[src/cdo_map.vh]
`ifndef CDO_MAP_VH
`define CDO_MAP_VH
// ----------------------------------------
// command bytes
// ----------------------------------------
`define CDO_CMD_QADDR 8'hF2
`define CDO_CMD_QNEXT 8'hF5
`define CDO_CMD_POL 8'hF6
`define CDO_CMD_MODE 8'hF7
`define CDO_CMD_NOP 8'hF8
`define CDO_CMD_ATTL 8'hFA
`define CDO_CMD_ATTR 8'hFB
`define CDO_CMD_PARAM 8'hFC
`define CDO_CMD_CBIT 8'hFD
`define CDO_CMD_DATT 8'hFE
// ----------------------------------------
// port addresses
// ----------------------------------------
`define CDO_ADR_CMD 4'h0
`define CDO_ADR_PRM 4'h1
`define CDO_ADR_POL 4'h2
`define CDO_ADR_MODE 4'h3
`define CDO_ADR_ATTL 4'h4
`define CDO_ADR_ATTR 4'h5
`define CDO_ADR_PARAM 4'h6
`define CDO_ADR_CBIT 4'h7
`define CDO_ADR_STAT 4'h8
// ----------------------------------------
// field positions
// ----------------------------------------
`define CDO_POL_EP 0
`define CDO_POL_LP 1
`define CDO_POL_PS_LO 2
`define CDO_POL_PS_HI 3
`define CDO_MODE_PWM 0
`define CDO_MODE_WD_LO 1
`define CDO_MODE_WD_HI 2
`define CDO_MODE_MON 3
`define CDO_MODE_AT2 4
`define CDO_PRM_E_LO 0
`define CDO_PRM_E_HI 1
`define CDO_PRM_S 2
`define CDO_PRM_T_LO 3
`define CDO_PRM_T_HI 4
`define CDO_PRM_BL 5
`define CDO_PRM_BR 6
`define CDO_PRM_TX 7
`define CDO_CB_C_LO 0
`define CDO_CB_C_HI 1
`define CDO_CB_S_LO 2
`define CDO_CB_S_HI 5
// ----------------------------------------
// reset values
// ----------------------------------------
`define CDO_RST_POL 4'h0
`define CDO_RST_MODE 5'h00
`define CDO_RST_ATT 8'h00
`define CDO_RST_PARAM 8'h00
`define CDO_RST_CBIT 6'h00
`define CDO_RST_QPTR 4'hA
`endif

[src/cdo_settings.v]
// Overview of operation
// - polarity and pin select come from F6H
// - emphasis pin normal or inverted
// - channel clock pin normal or inverted
// - select bits route word/frame clock out
// - F7H attenuation on/off, amounts from FAH/FBH
// - mono or stereo from mono bit
// - two-bit PLL sync window width
// - PWM off holds plus high, minus low
// - F8H changes no setting or pointer
// - commands other than F2H, F5H and F8H reload readout pointer
// - FAH parameter sets left attenuation
// - FBH parameter sets right attenuation
// - FCH two-bit error correction select
// - FCH subcode sync guard on/off
// - FCH two-bit forced mute time
// - FCH bilingual right/left select pair
// - FCH digital audio transmit enable
// - FDH clock precision into channel status
// - FDH source number into channel status
// - channel status affects only its outputs
`timescale 1ns/1ps
`default_nettype none
`include "cdo_map.vh"

module cdo_settings (
   input wire core_clk_in,
   input wire rstn_in,
   // register port
   input wire [3:0] addr_in,
   input wire [7:0] wdata_in,
   input wire wr_in,
   input wire rd_in,
   output wire [7:0] rdata_out,
   // raw signals from the core
   input wire emphasis_flag_in,
   input wire chanclk_in,
   input wire word_clock_signal_in,
   input wire write_frame_clock_signal_in,
   input wire hold_mirror_in,
   input wire pwm_l_in,
   input wire pwm_r_in,
   // conditioned pins
   output wire emphasis_flag_pin_out,
   output wire left_right_channel_clock_pin_out,
   output wire hold_mirror_pin_out,
   output wire pwm_lp_out,
   output wire pwm_ln_out,
   output wire pwm_rp_out,
   output wire pwm_rn_out,
   // settings towards the audio path
   output wire attenuation_enable_bit_out,
   output wire mono_select_bit_out,
   output wire [1:0] sync_window_width_field_out,
   output wire pwm_enable_out,
   output wire [7:0] attn_left_out,
   output wire [7:0] attn_right_out,
   output wire [1:0] ecc_mode_out,
   output wire sync_guard_out,
   output wire [1:0] mute_time_out,
   output wire bilingual_right_select_out,
   output wire bilingual_left_select_out,
   output wire dai_tx_enable_out,
   output wire [1:0] cbit_clock_acc_out,
   output wire [3:0] cbit_source_out,
   output wire [3:0] qptr_out
);

   // ----------------------------------------
   // decoder states
   // ----------------------------------------
   localparam ST_IDLE = 1'b0; // no command open
   localparam ST_PARM = 1'b1; // waiting for parameter

   // ----------------------------------------
   // storage
   // ----------------------------------------
   reg state_q; // decoder state
   reg state_d; // next decoder state
   reg [7:0] cmd_q; // command awaiting its parameter
   reg [7:0] cmd_d; // next pending command
   reg [3:0] pol_q; // polarity and pin select
   reg [3:0] pol_d; // next polarity byte
   reg [4:0] mode_q; // sound output mode
   reg [4:0] mode_d; // next mode byte
   reg [7:0] attl_q; // left attenuation code
   reg [7:0] attl_d; // next left code
   reg [7:0] attr_q; // right attenuation code
   reg [7:0] attr_d; // next right code
   reg [7:0] prm_q; // correction, guard, mute, bilingual
   reg [7:0] prm_d; // next parameter byte
   reg [5:0] cbit_q; // channel status fields
   reg [5:0] cbit_d; // next channel status
   reg [3:0] qptr_q; // subcode readout pointer
   reg [3:0] qptr_d; // next pointer
   reg orphan_q; // parameter with no open command
   reg orphan_d; // next orphan flag
   reg [7:0] rdata_q; // read data, one cycle late
   reg [7:0] rdata_d; // next read data
   reg emphasis_flag_pin_q; // conditioned emphasis pin
   reg left_right_channel_clock_pin_q; // conditioned channel clock pin
   reg hm_q; // hold/mirror pin
   reg hm_d; // next hold/mirror pin
   reg lp_q; // left plus pwm pin
   reg ln_q; // left minus pwm pin
   reg rp_q; // right plus pwm pin
   reg rn_q; // right minus pwm pin

   // ----------------------------------------
   // write decode
   // ----------------------------------------
   wire cmd_wr; // command byte arrives
   wire prm_wr; // parameter byte arrives
   wire needs_prm; // written command carries a parameter
   wire keeps_ptr; // command leaves the pointer alone
   assign cmd_wr = wr_in && (addr_in == `CDO_ADR_CMD);
   assign prm_wr = wr_in && (addr_in == `CDO_ADR_PRM);
   assign needs_prm = (wdata_in == `CDO_CMD_QADDR) ||
                      (wdata_in == `CDO_CMD_POL) ||
                      (wdata_in == `CDO_CMD_MODE) ||
                      (wdata_in == `CDO_CMD_ATTL) ||
                      (wdata_in == `CDO_CMD_ATTR) ||
                      (wdata_in == `CDO_CMD_PARAM) ||
                      (wdata_in == `CDO_CMD_CBIT) ||
                      (wdata_in == `CDO_CMD_DATT);
   // readout commands and the no-op keep the pointer
   assign keeps_ptr = (wdata_in == `CDO_CMD_QADDR) ||
                      (wdata_in == `CDO_CMD_QNEXT) ||
                      (wdata_in == `CDO_CMD_NOP);

   // ----------------------------------------
   // command interpreter
   // ----------------------------------------
   // a field changes only when its parameter lands,
   // so the whole byte takes effect in one edge
   always @* begin
      state_d = state_q;
      cmd_d = cmd_q;
      pol_d = pol_q;
      mode_d = mode_q;
      attl_d = attl_q;
      attr_d = attr_q;
      prm_d = prm_q;
      cbit_d = cbit_q;
      qptr_d = qptr_q;
      orphan_d = orphan_q;
      // reading status clears the orphan flag
      if (rd_in && (addr_in == `CDO_ADR_STAT)) begin
         orphan_d = 1'b0;
      end
      case (state_q)
         ST_IDLE: begin
            if (prm_wr) begin
               // stray parameter is dropped, flagged
               orphan_d = 1'b1;
            end
         end
         ST_PARM: begin
            if (prm_wr) begin
               state_d = ST_IDLE;
               case (cmd_q)
                  `CDO_CMD_QADDR: begin
                     qptr_d = wdata_in[3:0];
                  end
                  `CDO_CMD_POL: begin
                     pol_d = wdata_in[3:0];
                  end
                  `CDO_CMD_MODE: begin
                     mode_d = wdata_in[4:0];
                  end
                  `CDO_CMD_ATTL: begin
                     attl_d = wdata_in;
                  end
                  `CDO_CMD_ATTR: begin
                     attr_d = wdata_in;
                  end
                  `CDO_CMD_PARAM: begin
                     prm_d = wdata_in;
                  end
                  `CDO_CMD_CBIT: begin
                     cbit_d = wdata_in[5:0];
                  end
                  default: begin
                     // digital attenuation byte swallowed
                     state_d = ST_IDLE;
                  end
               endcase
            end
         end
         default: begin
            state_d = ST_IDLE;
         end
      endcase
      // a new command abandons an open one
      if (cmd_wr) begin
         cmd_d = wdata_in;
         state_d = needs_prm ? ST_PARM : ST_IDLE;
         if (!keeps_ptr) begin
            qptr_d = `CDO_RST_QPTR;
         end
         // the no-op touches nothing else
         if (wdata_in == `CDO_CMD_NOP) begin
            state_d = ST_IDLE;
         end
      end
   end

   // ----------------------------------------
   // setting registers
   // ----------------------------------------
   // attenuation codes are undefined after reset
   // by the device; mute is the safe choice here
   always @(posedge core_clk_in or negedge rstn_in) begin
      if (!rstn_in) begin
         state_q <= ST_IDLE;
         cmd_q <= 8'h00;
         pol_q <= `CDO_RST_POL;
         mode_q <= `CDO_RST_MODE;
         attl_q <= `CDO_RST_ATT;
         attr_q <= `CDO_RST_ATT;
         prm_q <= `CDO_RST_PARAM;
         cbit_q <= `CDO_RST_CBIT;
         qptr_q <= `CDO_RST_QPTR;
         orphan_q <= 1'b0;
      end else begin
         state_q <= state_d;
         cmd_q <= cmd_d;
         pol_q <= pol_d;
         mode_q <= mode_d;
         attl_q <= attl_d;
         attr_q <= attr_d;
         prm_q <= prm_d;
         cbit_q <= cbit_d;
         qptr_q <= qptr_d;
         orphan_q <= orphan_d;
      end
   end

   // ----------------------------------------
   // read port
   // ----------------------------------------
   // data shows in the cycle after the strobe only;
   // unmapped addresses answer zero
   always @* begin
      rdata_d = 8'h00;
      if (rd_in) begin
         case (addr_in)
            `CDO_ADR_CMD: begin
               rdata_d = cmd_q;
            end
            `CDO_ADR_POL: begin
               rdata_d = {4'h0, pol_q};
            end
            `CDO_ADR_MODE: begin
               rdata_d = {3'h0, mode_q};
            end
            `CDO_ADR_ATTL: begin
               rdata_d = attl_q;
            end
            `CDO_ADR_ATTR: begin
               rdata_d = attr_q;
            end
            `CDO_ADR_PARAM: begin
               rdata_d = prm_q;
            end
            `CDO_ADR_CBIT: begin
               rdata_d = {2'h0, cbit_q};
            end
            `CDO_ADR_STAT: begin
               rdata_d = {2'h0, orphan_q, state_q, qptr_q};
            end
            default: begin
               rdata_d = 8'h00;
            end
         endcase
      end
   end

   always @(posedge core_clk_in or negedge rstn_in) begin
      if (!rstn_in) begin
         rdata_q <= 8'h00;
      end else begin
         rdata_q <= rdata_d;
      end
   end

   // ----------------------------------------
   // hold/mirror pin select
   // ----------------------------------------
   // code 0 keeps the hold/mirror signal,
   // 1 word clock, 2 and 3 frame clock
   always @* begin
      case (pol_q[`CDO_POL_PS_HI:`CDO_POL_PS_LO])
         2'h0: begin
            hm_d = hold_mirror_in;
         end
         2'h1: begin
            hm_d = word_clock_signal_in;
         end
         default: begin
            hm_d = write_frame_clock_signal_in;
         end
      endcase
   end

   // ----------------------------------------
   // pin conditioning
   // ----------------------------------------
   // every pin is registered, so it trails the
   // source by one clock; polarity is software's
   // job to keep at zero with the on-chip converter
   always @(posedge core_clk_in or negedge rstn_in) begin
      if (!rstn_in) begin
         emphasis_flag_pin_q <= 1'b0;
         left_right_channel_clock_pin_q <= 1'b0;
         hm_q <= 1'b0;
         lp_q <= 1'b1;
         ln_q <= 1'b0;
         rp_q <= 1'b1;
         rn_q <= 1'b0;
      end else begin
         emphasis_flag_pin_q <= emphasis_flag_in ^ pol_q[`CDO_POL_EP];
         left_right_channel_clock_pin_q <= chanclk_in ^ pol_q[`CDO_POL_LP];
         hm_q <= hm_d;
         if (mode_q[`CDO_MODE_PWM]) begin
            // differential pair from the modulator
            lp_q <= pwm_l_in;
            ln_q <= ~pwm_l_in;
            rp_q <= pwm_r_in;
            rn_q <= ~pwm_r_in;
         end else begin
            // parked: plus high, minus low
            lp_q <= 1'b1;
            ln_q <= 1'b0;
            rp_q <= 1'b1;
            rn_q <= 1'b0;
         end
      end
   end

   // ----------------------------------------
   // outputs
   // ----------------------------------------
   assign rdata_out = rdata_q;
   assign emphasis_flag_pin_out = emphasis_flag_pin_q;
   assign left_right_channel_clock_pin_out = left_right_channel_clock_pin_q;
   assign hold_mirror_pin_out = hm_q;
   assign pwm_lp_out = lp_q;
   assign pwm_ln_out = ln_q;
   assign pwm_rp_out = rp_q;
   assign pwm_rn_out = rn_q;
   // sound mode fields
   assign attenuation_enable_bit_out = mode_q[`CDO_MODE_AT2];
   assign mono_select_bit_out = mode_q[`CDO_MODE_MON];
   assign sync_window_width_field_out = mode_q[`CDO_MODE_WD_HI:`CDO_MODE_WD_LO];
   assign pwm_enable_out = mode_q[`CDO_MODE_PWM];
   // attenuation amounts, 00 is full mute
   assign attn_left_out = attl_q;
   assign attn_right_out = attr_q;
   // parameter setting fields
   assign ecc_mode_out = prm_q[`CDO_PRM_E_HI:`CDO_PRM_E_LO];
   assign sync_guard_out = prm_q[`CDO_PRM_S];
   assign mute_time_out = prm_q[`CDO_PRM_T_HI:`CDO_PRM_T_LO];
   assign bilingual_right_select_out = prm_q[`CDO_PRM_BR];
   assign bilingual_left_select_out = prm_q[`CDO_PRM_BL];
   assign dai_tx_enable_out = prm_q[`CDO_PRM_TX];
   // channel status leaves the block on these and the read port
   assign cbit_clock_acc_out = cbit_q[`CDO_CB_C_HI:`CDO_CB_C_LO];
   assign cbit_source_out = cbit_q[`CDO_CB_S_HI:`CDO_CB_S_LO];
   assign qptr_out = qptr_q;

endmodule // cdo_settings
`default_nettype wire

[config.mk]
export PLATFORM = sky130hd
export DESIGN_NAME = cdo_settings
export DESIGN_NICKNAME = d
export VERILOG_FILES = /design/src/cdo_settings.v
export VERILOG_INCLUDE_DIRS = /design/src
export SDC_FILE = /design/constraint.sdc
export NUM_CORES = 1
export LEC_CHECK = 0
export BUFFER_PORTS_ARGS = -buffer_cell sky130_fd_sc_hd__buf_2
export CAP_MARGIN = 20
export CORE_UTILIZATION = 42
export CTS_CLUSTER_DIAMETER = 50
export DETAILED_ROUTE_END_ITERATION = 10
export PLACE_DENSITY = 0.66
export SYNTH_ARGS = -nofsm -noshare
export SYNTH_HDL_FRONTEND = slang
export SYNTH_SLANG_ARGS = --single-unit
[constraint.sdc]
create_clock -name core_clk_in -period 1.99 [get_ports core_clk_in]
set_clock_uncertainty 0.05 [all_clocks]
set_input_delay 0.2985 -clock core_clk_in [delete_from_list [all_inputs] [get_ports core_clk_in]]
set_output_delay 0.2985 -clock core_clk_in [all_outputs]
set_load 0.01 [all_outputs]
==> results by group, run 1 <==
Outcome
  – Outcome: finished clean

Critical path
  – Arr. time, crit path: 2070 ps
  – Crit path capture type: flop
  – Critical path startpoint category: flop
  – Critical R2R Capture: cbit_q[3]
  – Worst R2R Path Depth: 4
  – Critical Path End: cbit_q[3]
  – Critical path fanouts, max: 6
  – Setup CP Type: reg -> reg
  – FF-to-FF Start: cmd_q[7]
  – Setup slack, reg-to-reg: 110 ps
  – Setup crit start: cmd_q[7]
  – Req. time, crit path: 2180 ps

Timing
  – Slew @ Worst Pin: 458 ps
  – RSZ-0062 raised after global routing: no
  – Fmax achieved: 532 MHz
  – Post-route clock period utilization: 0.944
  – Final Hold Vio Count: 0
  – Final worst path period need: 1880 ps
  – Sum of negative setup slack: 0 ps
  – Final WS setup: 111 ps
  – Worst rel slew slack: 0.694
  – Max-slew violations: 0
  – Setup violations, final: 0

Routing
  – Post-DRT Antenna Nets: 0
  – WL per Instance: 17.7 um
  – Via count: 2549
  – # DRC: 0
  – Via density: 5.49
  – Initial drt markers: 99
  – Wirelength, routed: 8200 um
  – Iteration count of the initial detailed-routing pass: 4

Placed design
  – Post-DP HPWL: 5810 um
  – Port Buffers: 76
  – Dpl ws: -61.9 ps
  – Post-Place Cells: 447
  – Routability cong.: 0.846
  – Post-DP Area: 3890 um2

Clock network
  – CTS Buf Count: 9
  – Max clock buf depth: 2
  – Clock latency at the later pin of the worst-skew pair: 350 ps
  – CTS sink cnt: 68
  – Worst-path clk slew: 80 ps
  – H-tree depth: 3
  – Root Driver: clkbuf_8
  – CTS tree: built

Die
  – Die area: 8140 um2
  – Initial Utilization: 0.443
  – Die width: 90.2 um
  – Core area: 7370 um2
  – Die Y: 90.2 um
  – FP Rows: 31
  – Number of top-level pins: 77

GRT
  – Total gr overflow: 0
  – Initial antenna violation count: 0
  – Largest net degree at the start of global routing: 69
  – First-pass GRT wire length: 13200 um
  – GRT Total Usage: 0.212
  – Vias in the first global route: 2436

Synth
  – Mapped Cells: 267
  – Synthesized net count: 290
  – Syn. warnings: 0
  – Syn avg cell area: 12.2 um2
  – #FFs+latches synth: 68
  – Area share of the largest cell type after synthesis: 0.490
  – Top cells by area, synth: dfrtp_1, mux2_2, dfstp_2
  – Post-synth cell types: 54
  – Cell Area, Synth: 3270 um2
  – Register area share after synthesis: 0.522
  – Yosys top cell by area: dfrtp_1
  – Post-synth ARST share: 1.00
  – Post-synth EDFFs: 0
  – Top_reg_cell synth: dfrtp_1

Layout
  – Non-Filler Instances: 464
  – Multi-input logic area: 1470 um2
  – Share of cells above drive strength 1: 0.501
  – NumNets Final: 383
  – Final Instance Area: 4120 um2
  – Ant diodes: 0
  – Post-layout util: 0.559
  – FF/Latch Area: 1710 um2
  – # fillers: 662
  – Area grow syn2layout: 26.1%

Min path
  – Hold WC Path Type: in -> reg

Power and ir drop
  – PD cells: 744 nW/um2
  – Max VDD drop: 0.000368 V
  – Lkg Pwr: 2.11 nW

Run
  – Max Cap Viol: 0
-- worst min-delay path by stage --
stage,startpoint,end,slack [ps],cells past startpoint
CTS,chanclk_in,left_right_channel_clock_pin_out,60,2
floorplan,rstn_in,attn_left_out[0],-50,0
finish,emphasis_flag_in,emphasis_flag_pin_out,70,2
global placement,rstn_in,attn_left_out[7],290,2
detailed placement,rstn_in,attn_left_out[7],300,2
global route,emphasis_flag_in,emphasis_flag_pin_out,80,2
-- what timing repair did --
action,in CTS,in global routing
hold endpoints to repair,64,0
hold buffers,1,0
setup buffers,0,0
resized for setup,0,0
-- worst max-delay path: stages, from the launching register on --
cell and delay [ps]:
dfrtp_1 400, nand3_1 150, nor4_4 360, and4b_1 440, mux2_2 380
-- layout by cell type (no fill, tap or decap), types with 4 or more instances in the layout --
master / netlist / layout
buf_2: 3 / 76
dfrtp_1: 64 / 64
mux2_2: 49 / 49
buf_4: 1 / 21
nand3_1: 16 / 16
o21ai_0: 9 / 9
nor2_1: 9 / 9
clkbuf_8: 0 / 9
nand2_1: 8 / 8
a21oi_1: 8 / 8
a22oi_1: 7 / 7
mux2i_1: 7 / 7
nand2b_1: 5 / 5
inv_1: 4 / 4
nor2b_1: 4 / 4
dfstp_2: 4 / 4
-- routing by layer --
metal / part of all wire / GRT usage
met1: 0.46 / 0.301
met2: 0.47 / 0.324
met3: 0.052 / 0.0313
met4: 0.015 / 0.0847
met5: 0 / 0
-- Yosys cell counts (2+ instances only) --
master,instances
and3b_1,2
nand4_1,3
or3b_2,3
o2bb2ai_1,2
nand3b_1,2
a21oi_1,8
o21bai_1,2
buf_1,2
a22oi_1,7
a31oi_1,2
clkbuf_1,12
mux2_2,49
xor2_1,3
a22o_1,2
o31ai_1,3
nand3_1,16
mux2i_1,7
nand2_1,8
nor2b_1,4
nor4_4,2
inv_1,4
o21ai_0,9
nor2_1,9
mux4_2,2
dfstp_2,4
and4b_1,2
a21o_1,2
nand2b_1,5
buf_2,3
dfrtp_1,64
-- kinds of logic after synthesis --
kind of cell | after synthesis | share of synthesized area
AND/OR/NAND/NOR | 70 | 0.141
flip-flops | 68 | 0.522
multiplexers | 58 | 0.204
AO/OA/AOI/OAI | 46 | 0.0965
buffers and inverters | 22 | 0.0276
XOR/XNOR | 3 | 0.00804
-- state kept, by name (all words and copies together), names as in the netlist, 4 cells and up --
signal and count:
cbit_q 6, prm_q 8, rdata_out 8, attn_left_out 8
attn_right_out 8, qptr_out 4, mode_q 5, cmd_q 8
pol_q 4
-- stage by stage --
| stage | power, W | hold slack, ps |
|---|---|---|
| 2_1_floorplan | 0.00169 | -47.1 |
| 3_3_place_gp | 0.00183 | 294 |
| 3_5_place_dp | 0.00184 | 302 |
| 4_1_cts | 0.00308 | 59.8 |
| 5_1_grt | 0.00319 | 82.6 |
| 6_report | 0.00307 | 70.7 |
-- where the power goes --
part / internal (W) / switching [W]
Sequential: 0.00144 / 0.0000671
Combinational: 0.000137 / 0.000172
Clock: 0.000700 / 0.000547
Total: 0.00228 / 0.000786
-- area by class of cell --
| type | count | area share |
|---|---|---|
| clock buffer | 9 | 0.0301 |
| multi-input combinational | 177 | 0.357 |
| inverter | 4 | 0.00365 |
| clock inverter | 7 | 0.0222 |
| sequential | 68 | 0.414 |
| timing repair buffer | 100 | 0.143 |
| tap | 99 | 0.0301 |
No activity file was read; power rests on OpenSTA's default activity.
==> run 2, diff against run 1 <==
Settings changed: ABC_AREA set to 1.
==> results by group, run 2 <==
Placed design
  – Post-DP HPWL: 6610 um (+14%)
  – Dpl ws: 267 ps (+329 ps)
  – Post-Place Cells: 571 (+28%)
  – Port Buffers: 76 (unchanged)
  – Routability cong.: 0.880 (+4.0%)

Die
  – Number of top-level pins: 77 (unchanged)
  – Die Y: 90.2 um (about the same)
  – Die width: 90.2 um (about the same)
  – Die area: 8140 um2 (+0.11%)
  – Initial Utilization: 0.441 (-0.00181)
  – FP Rows: 31 (unchanged)
  – Core area: 7410 um2 (+0.53%)

Synth
  – Yosys top cell by area: dfrtp_1
  – Post-synth ARST share: 1.00 (unchanged)
  – Synth cell count leaders: nand2_1, dfrtp_1, nor2_1, inv_1, nand3_1
  – Syn avg cell area: 8.22 um2 (-33%)
  – Synthesized net count: 421 (+45%)
  – Post-synth EDFFs: 0 (unchanged)
  – Syn. warnings: 0 (unchanged)
  – Post-synth cell types: 25 (-54%)
  – Register area share after synthesis: 0.522 (-0.000600)
  – Cell Area, Synth: 3270 um2 (+0.11%)
  – Mapped Cells: 398 (+49%)
  – #FFs+latches synth: 68 (unchanged)
  – Top cells by area, synth: dfrtp_1, nand2_1, nor2_1
  – Most common cell in the netlist: nand2_1
  – Area share of the largest cell type after synthesis: 0.490 (-0.000563)
  – Top_reg_cell synth: dfrtp_1

Critical path
  – Critical path startpoint category: flop
  – Req. time, crit path: 2210 ps (+30 ps)
  – Arr. time, crit path: 1870 ps (-200 ps)
  – Crit path capture type: flop
  – Critical path fanouts, max: 16 (+10)
  – Setup CP Type: reg -> reg

Clock network
  – H-tree depth: 3 (unchanged)
  – Post-CTS resize count: 0 (unchanged)
  – Post-CTS setup buffer count: 0 (unchanged)
  – Max clock buf depth: 2 (unchanged)
  – Hold Buf Count CTS: 1 (unchanged)
  – Root Driver: clkbuf_8
  – Clock latency at the later pin of the worst-skew pair: 350 ps (about the same)
  – CTS sink cnt: 68 (unchanged)
  – Worst-path clk slew: 70 ps (about the same)
  – CTS tree: built
  – CTS Buf Count: 9 (unchanged)

Timing
  – Final worst path period need: 1640 ps (-238 ps)
  – Worst rel slew slack: 0.705 (+0.0110)
  – RSZ-0062 raised after global routing: no
  – Sum of negative setup slack: 0 ps (unchanged)
  – Slew @ Worst Pin: 440 ps (-18.1 ps)
  – Setup violations, final: 0 (unchanged)
  – Max-slew violations: 0 (unchanged)
  – Fmax achieved: 609 MHz (+15%)
  – Final WS setup: 349 ps (+238 ps)
  – Final Hold Vio Count: 0 (unchanged)
  – Final hold slack: 48.7 ps (-22.0 ps)
  – Post-route clock period utilization: 0.825 (-0.120)

Layout
  – Commonest cells after routing, fill and taps aside: nand2_1, buf_2, dfrtp_1, nor2_1
  – Commonest non-fill, non-tap cell in the layout: nand2_1
  – Share of cells above drive strength 1: 0.256 (-0.246)
  – NumNets Final: 507 (+32%)
  – Post-layout util: 0.543 (-0.0156)
  – # fillers: 701 (+5.9%)
  – Area grow syn2layout: 23.1%
  – Ant diodes: 0 (unchanged)
  – Non-Filler Instances: 588 (+27%)

Outcome
  – Outcome: finished clean

GRT
  – First-pass GRT wire length: 14500 um (+10%)
  – GRT Total Usage: 0.236 (+0.0244)
  – Total gr overflow: 0 (unchanged)
  – Largest net degree at the start of global routing: 69 (unchanged)
  – GRT met2 Usage: 0.347 (+0.0229)
  – Met1 Usage GRT: 0.337 (+0.0354)
  – Top Usage Layer GRT: met2
  – Initial antenna violation count: 0 (unchanged)
  – Global-route met3 utilization: 0.0533 (+0.0220)
  – Vias in the first global route: 2730 (+12%)

Power and ir drop
  – PD cells: 807 nW/um2 (+8.5%)
  – Lkg Pwr: 2.17 nW (+2.8%)
  – Max VDD drop: 0.000383 V (+4.1%)

Routing
  – # DRC: 0 (unchanged)
  – Initial drt markers: 272 (+170%)
  – Via density: 5.08 (-7.6%)
  – Wirelength, routed: 9120 um (+11%)
  – Iteration count of the initial detailed-routing pass: 5 (+1)
  – WL per Instance: 15.5 um (-12%)
  – Via count: 2986 (+17%)
  – Post-DRT Antenna Nets: 0 (unchanged)

Run
  – Max Cap Viol: 0 (unchanged)

Min path
  – Hold WC Path Type: in -> reg
-- run 2: cell types whose count changed after synthesis, moves of 7 or more --
cell      delta
nor2_1      +42
clkbuf_1    -11
mux2i_1      -7
a22oi_1      -7
inv_1       +30
mux2_2      -49
o21ai_0     +19
o21ai_2      +8
a21oi_1     +15
nand2_1    +103
nand3_1     +18
-- run 2: cell type report --
| cell class | count | area [um2] | area share |
|---|---|---|---|
| timing repair buffer | 84 | 455 | 0.113 |
| clock inverter | 4 | 95.1 | 0.0236 |
| tap | 99 | 124 | 0.0308 |
| clock buffer | 12 | 155 | 0.0385 |
| multi-input combinational | 285 | 1350 | 0.336 |
| inverter | 36 | 135 | 0.0336 |
| sequential | 68 | 1710 | 0.424 |
-- run 2: cell families after synthesis --
group,synth area share
buffers and inverters,0.0643
flip-flops,0.522
AO/OA/AOI/OAI,0.109
XOR/XNOR,0.00536
AND/OR/NAND/NOR,0.299
-- run 2: path summary, 6_finish.rpt --
kind | slack, ps | cells after the start | start | to
worst min register to register | 450 | 2 | qptr_out[3] | qptr_out[3]
max in group asynchronous | 1100 | 3 | rstn_in | qptr_out[3]
min in group asynchronous | 430 | 3 | rstn_in | prm_q[6]
worst max-delay path | 350 | 6 | cmd_q[5] | attn_left_out[3]
worst min-delay path | 50 | 2 | pwm_l_in | pwm_ln_out
worst max register to register | 350 | 6 | cmd_q[5] | attn_left_out[3]
-- run 2: metrics by stage --
step,total power (W),area (um2)
after floorplan,0.00168,3270
after global placement,0.00183,3760
after detailed placement,0.00183,3760
after CTS,0.00327,4030
after global routing,0.00338,4030
final,0.00325,4030
-- run 2: report_power, final --
| part | internal (W) | leakage, nW | switching, W |
|---|---|---|---|
| logic | 0.0000984 | 1.17 | 0.000207 |
| registers | 0.00145 | 0.865 | 0.0000547 |
| clock network | 0.000900 | 0.127 | 0.000537 |
| total | 0.00245 | 2.17 | 0.000799 |
-- run 2: routing by layer --
layer  vias up  routed length [um]
met2       134                4160
li1       1453                   -
met5         -                   0
met3        13                 676
met1      1386                4130
met4         0                 161
-- run 2: worst max-delay path, stage by stage (launching register included) --
cell     delay [ps]
dfrtp_1         380
nand2_1          80
nor2_2          280
nand3_1         190
nor2_4          370
nor2_1           80
a21oi_1         140
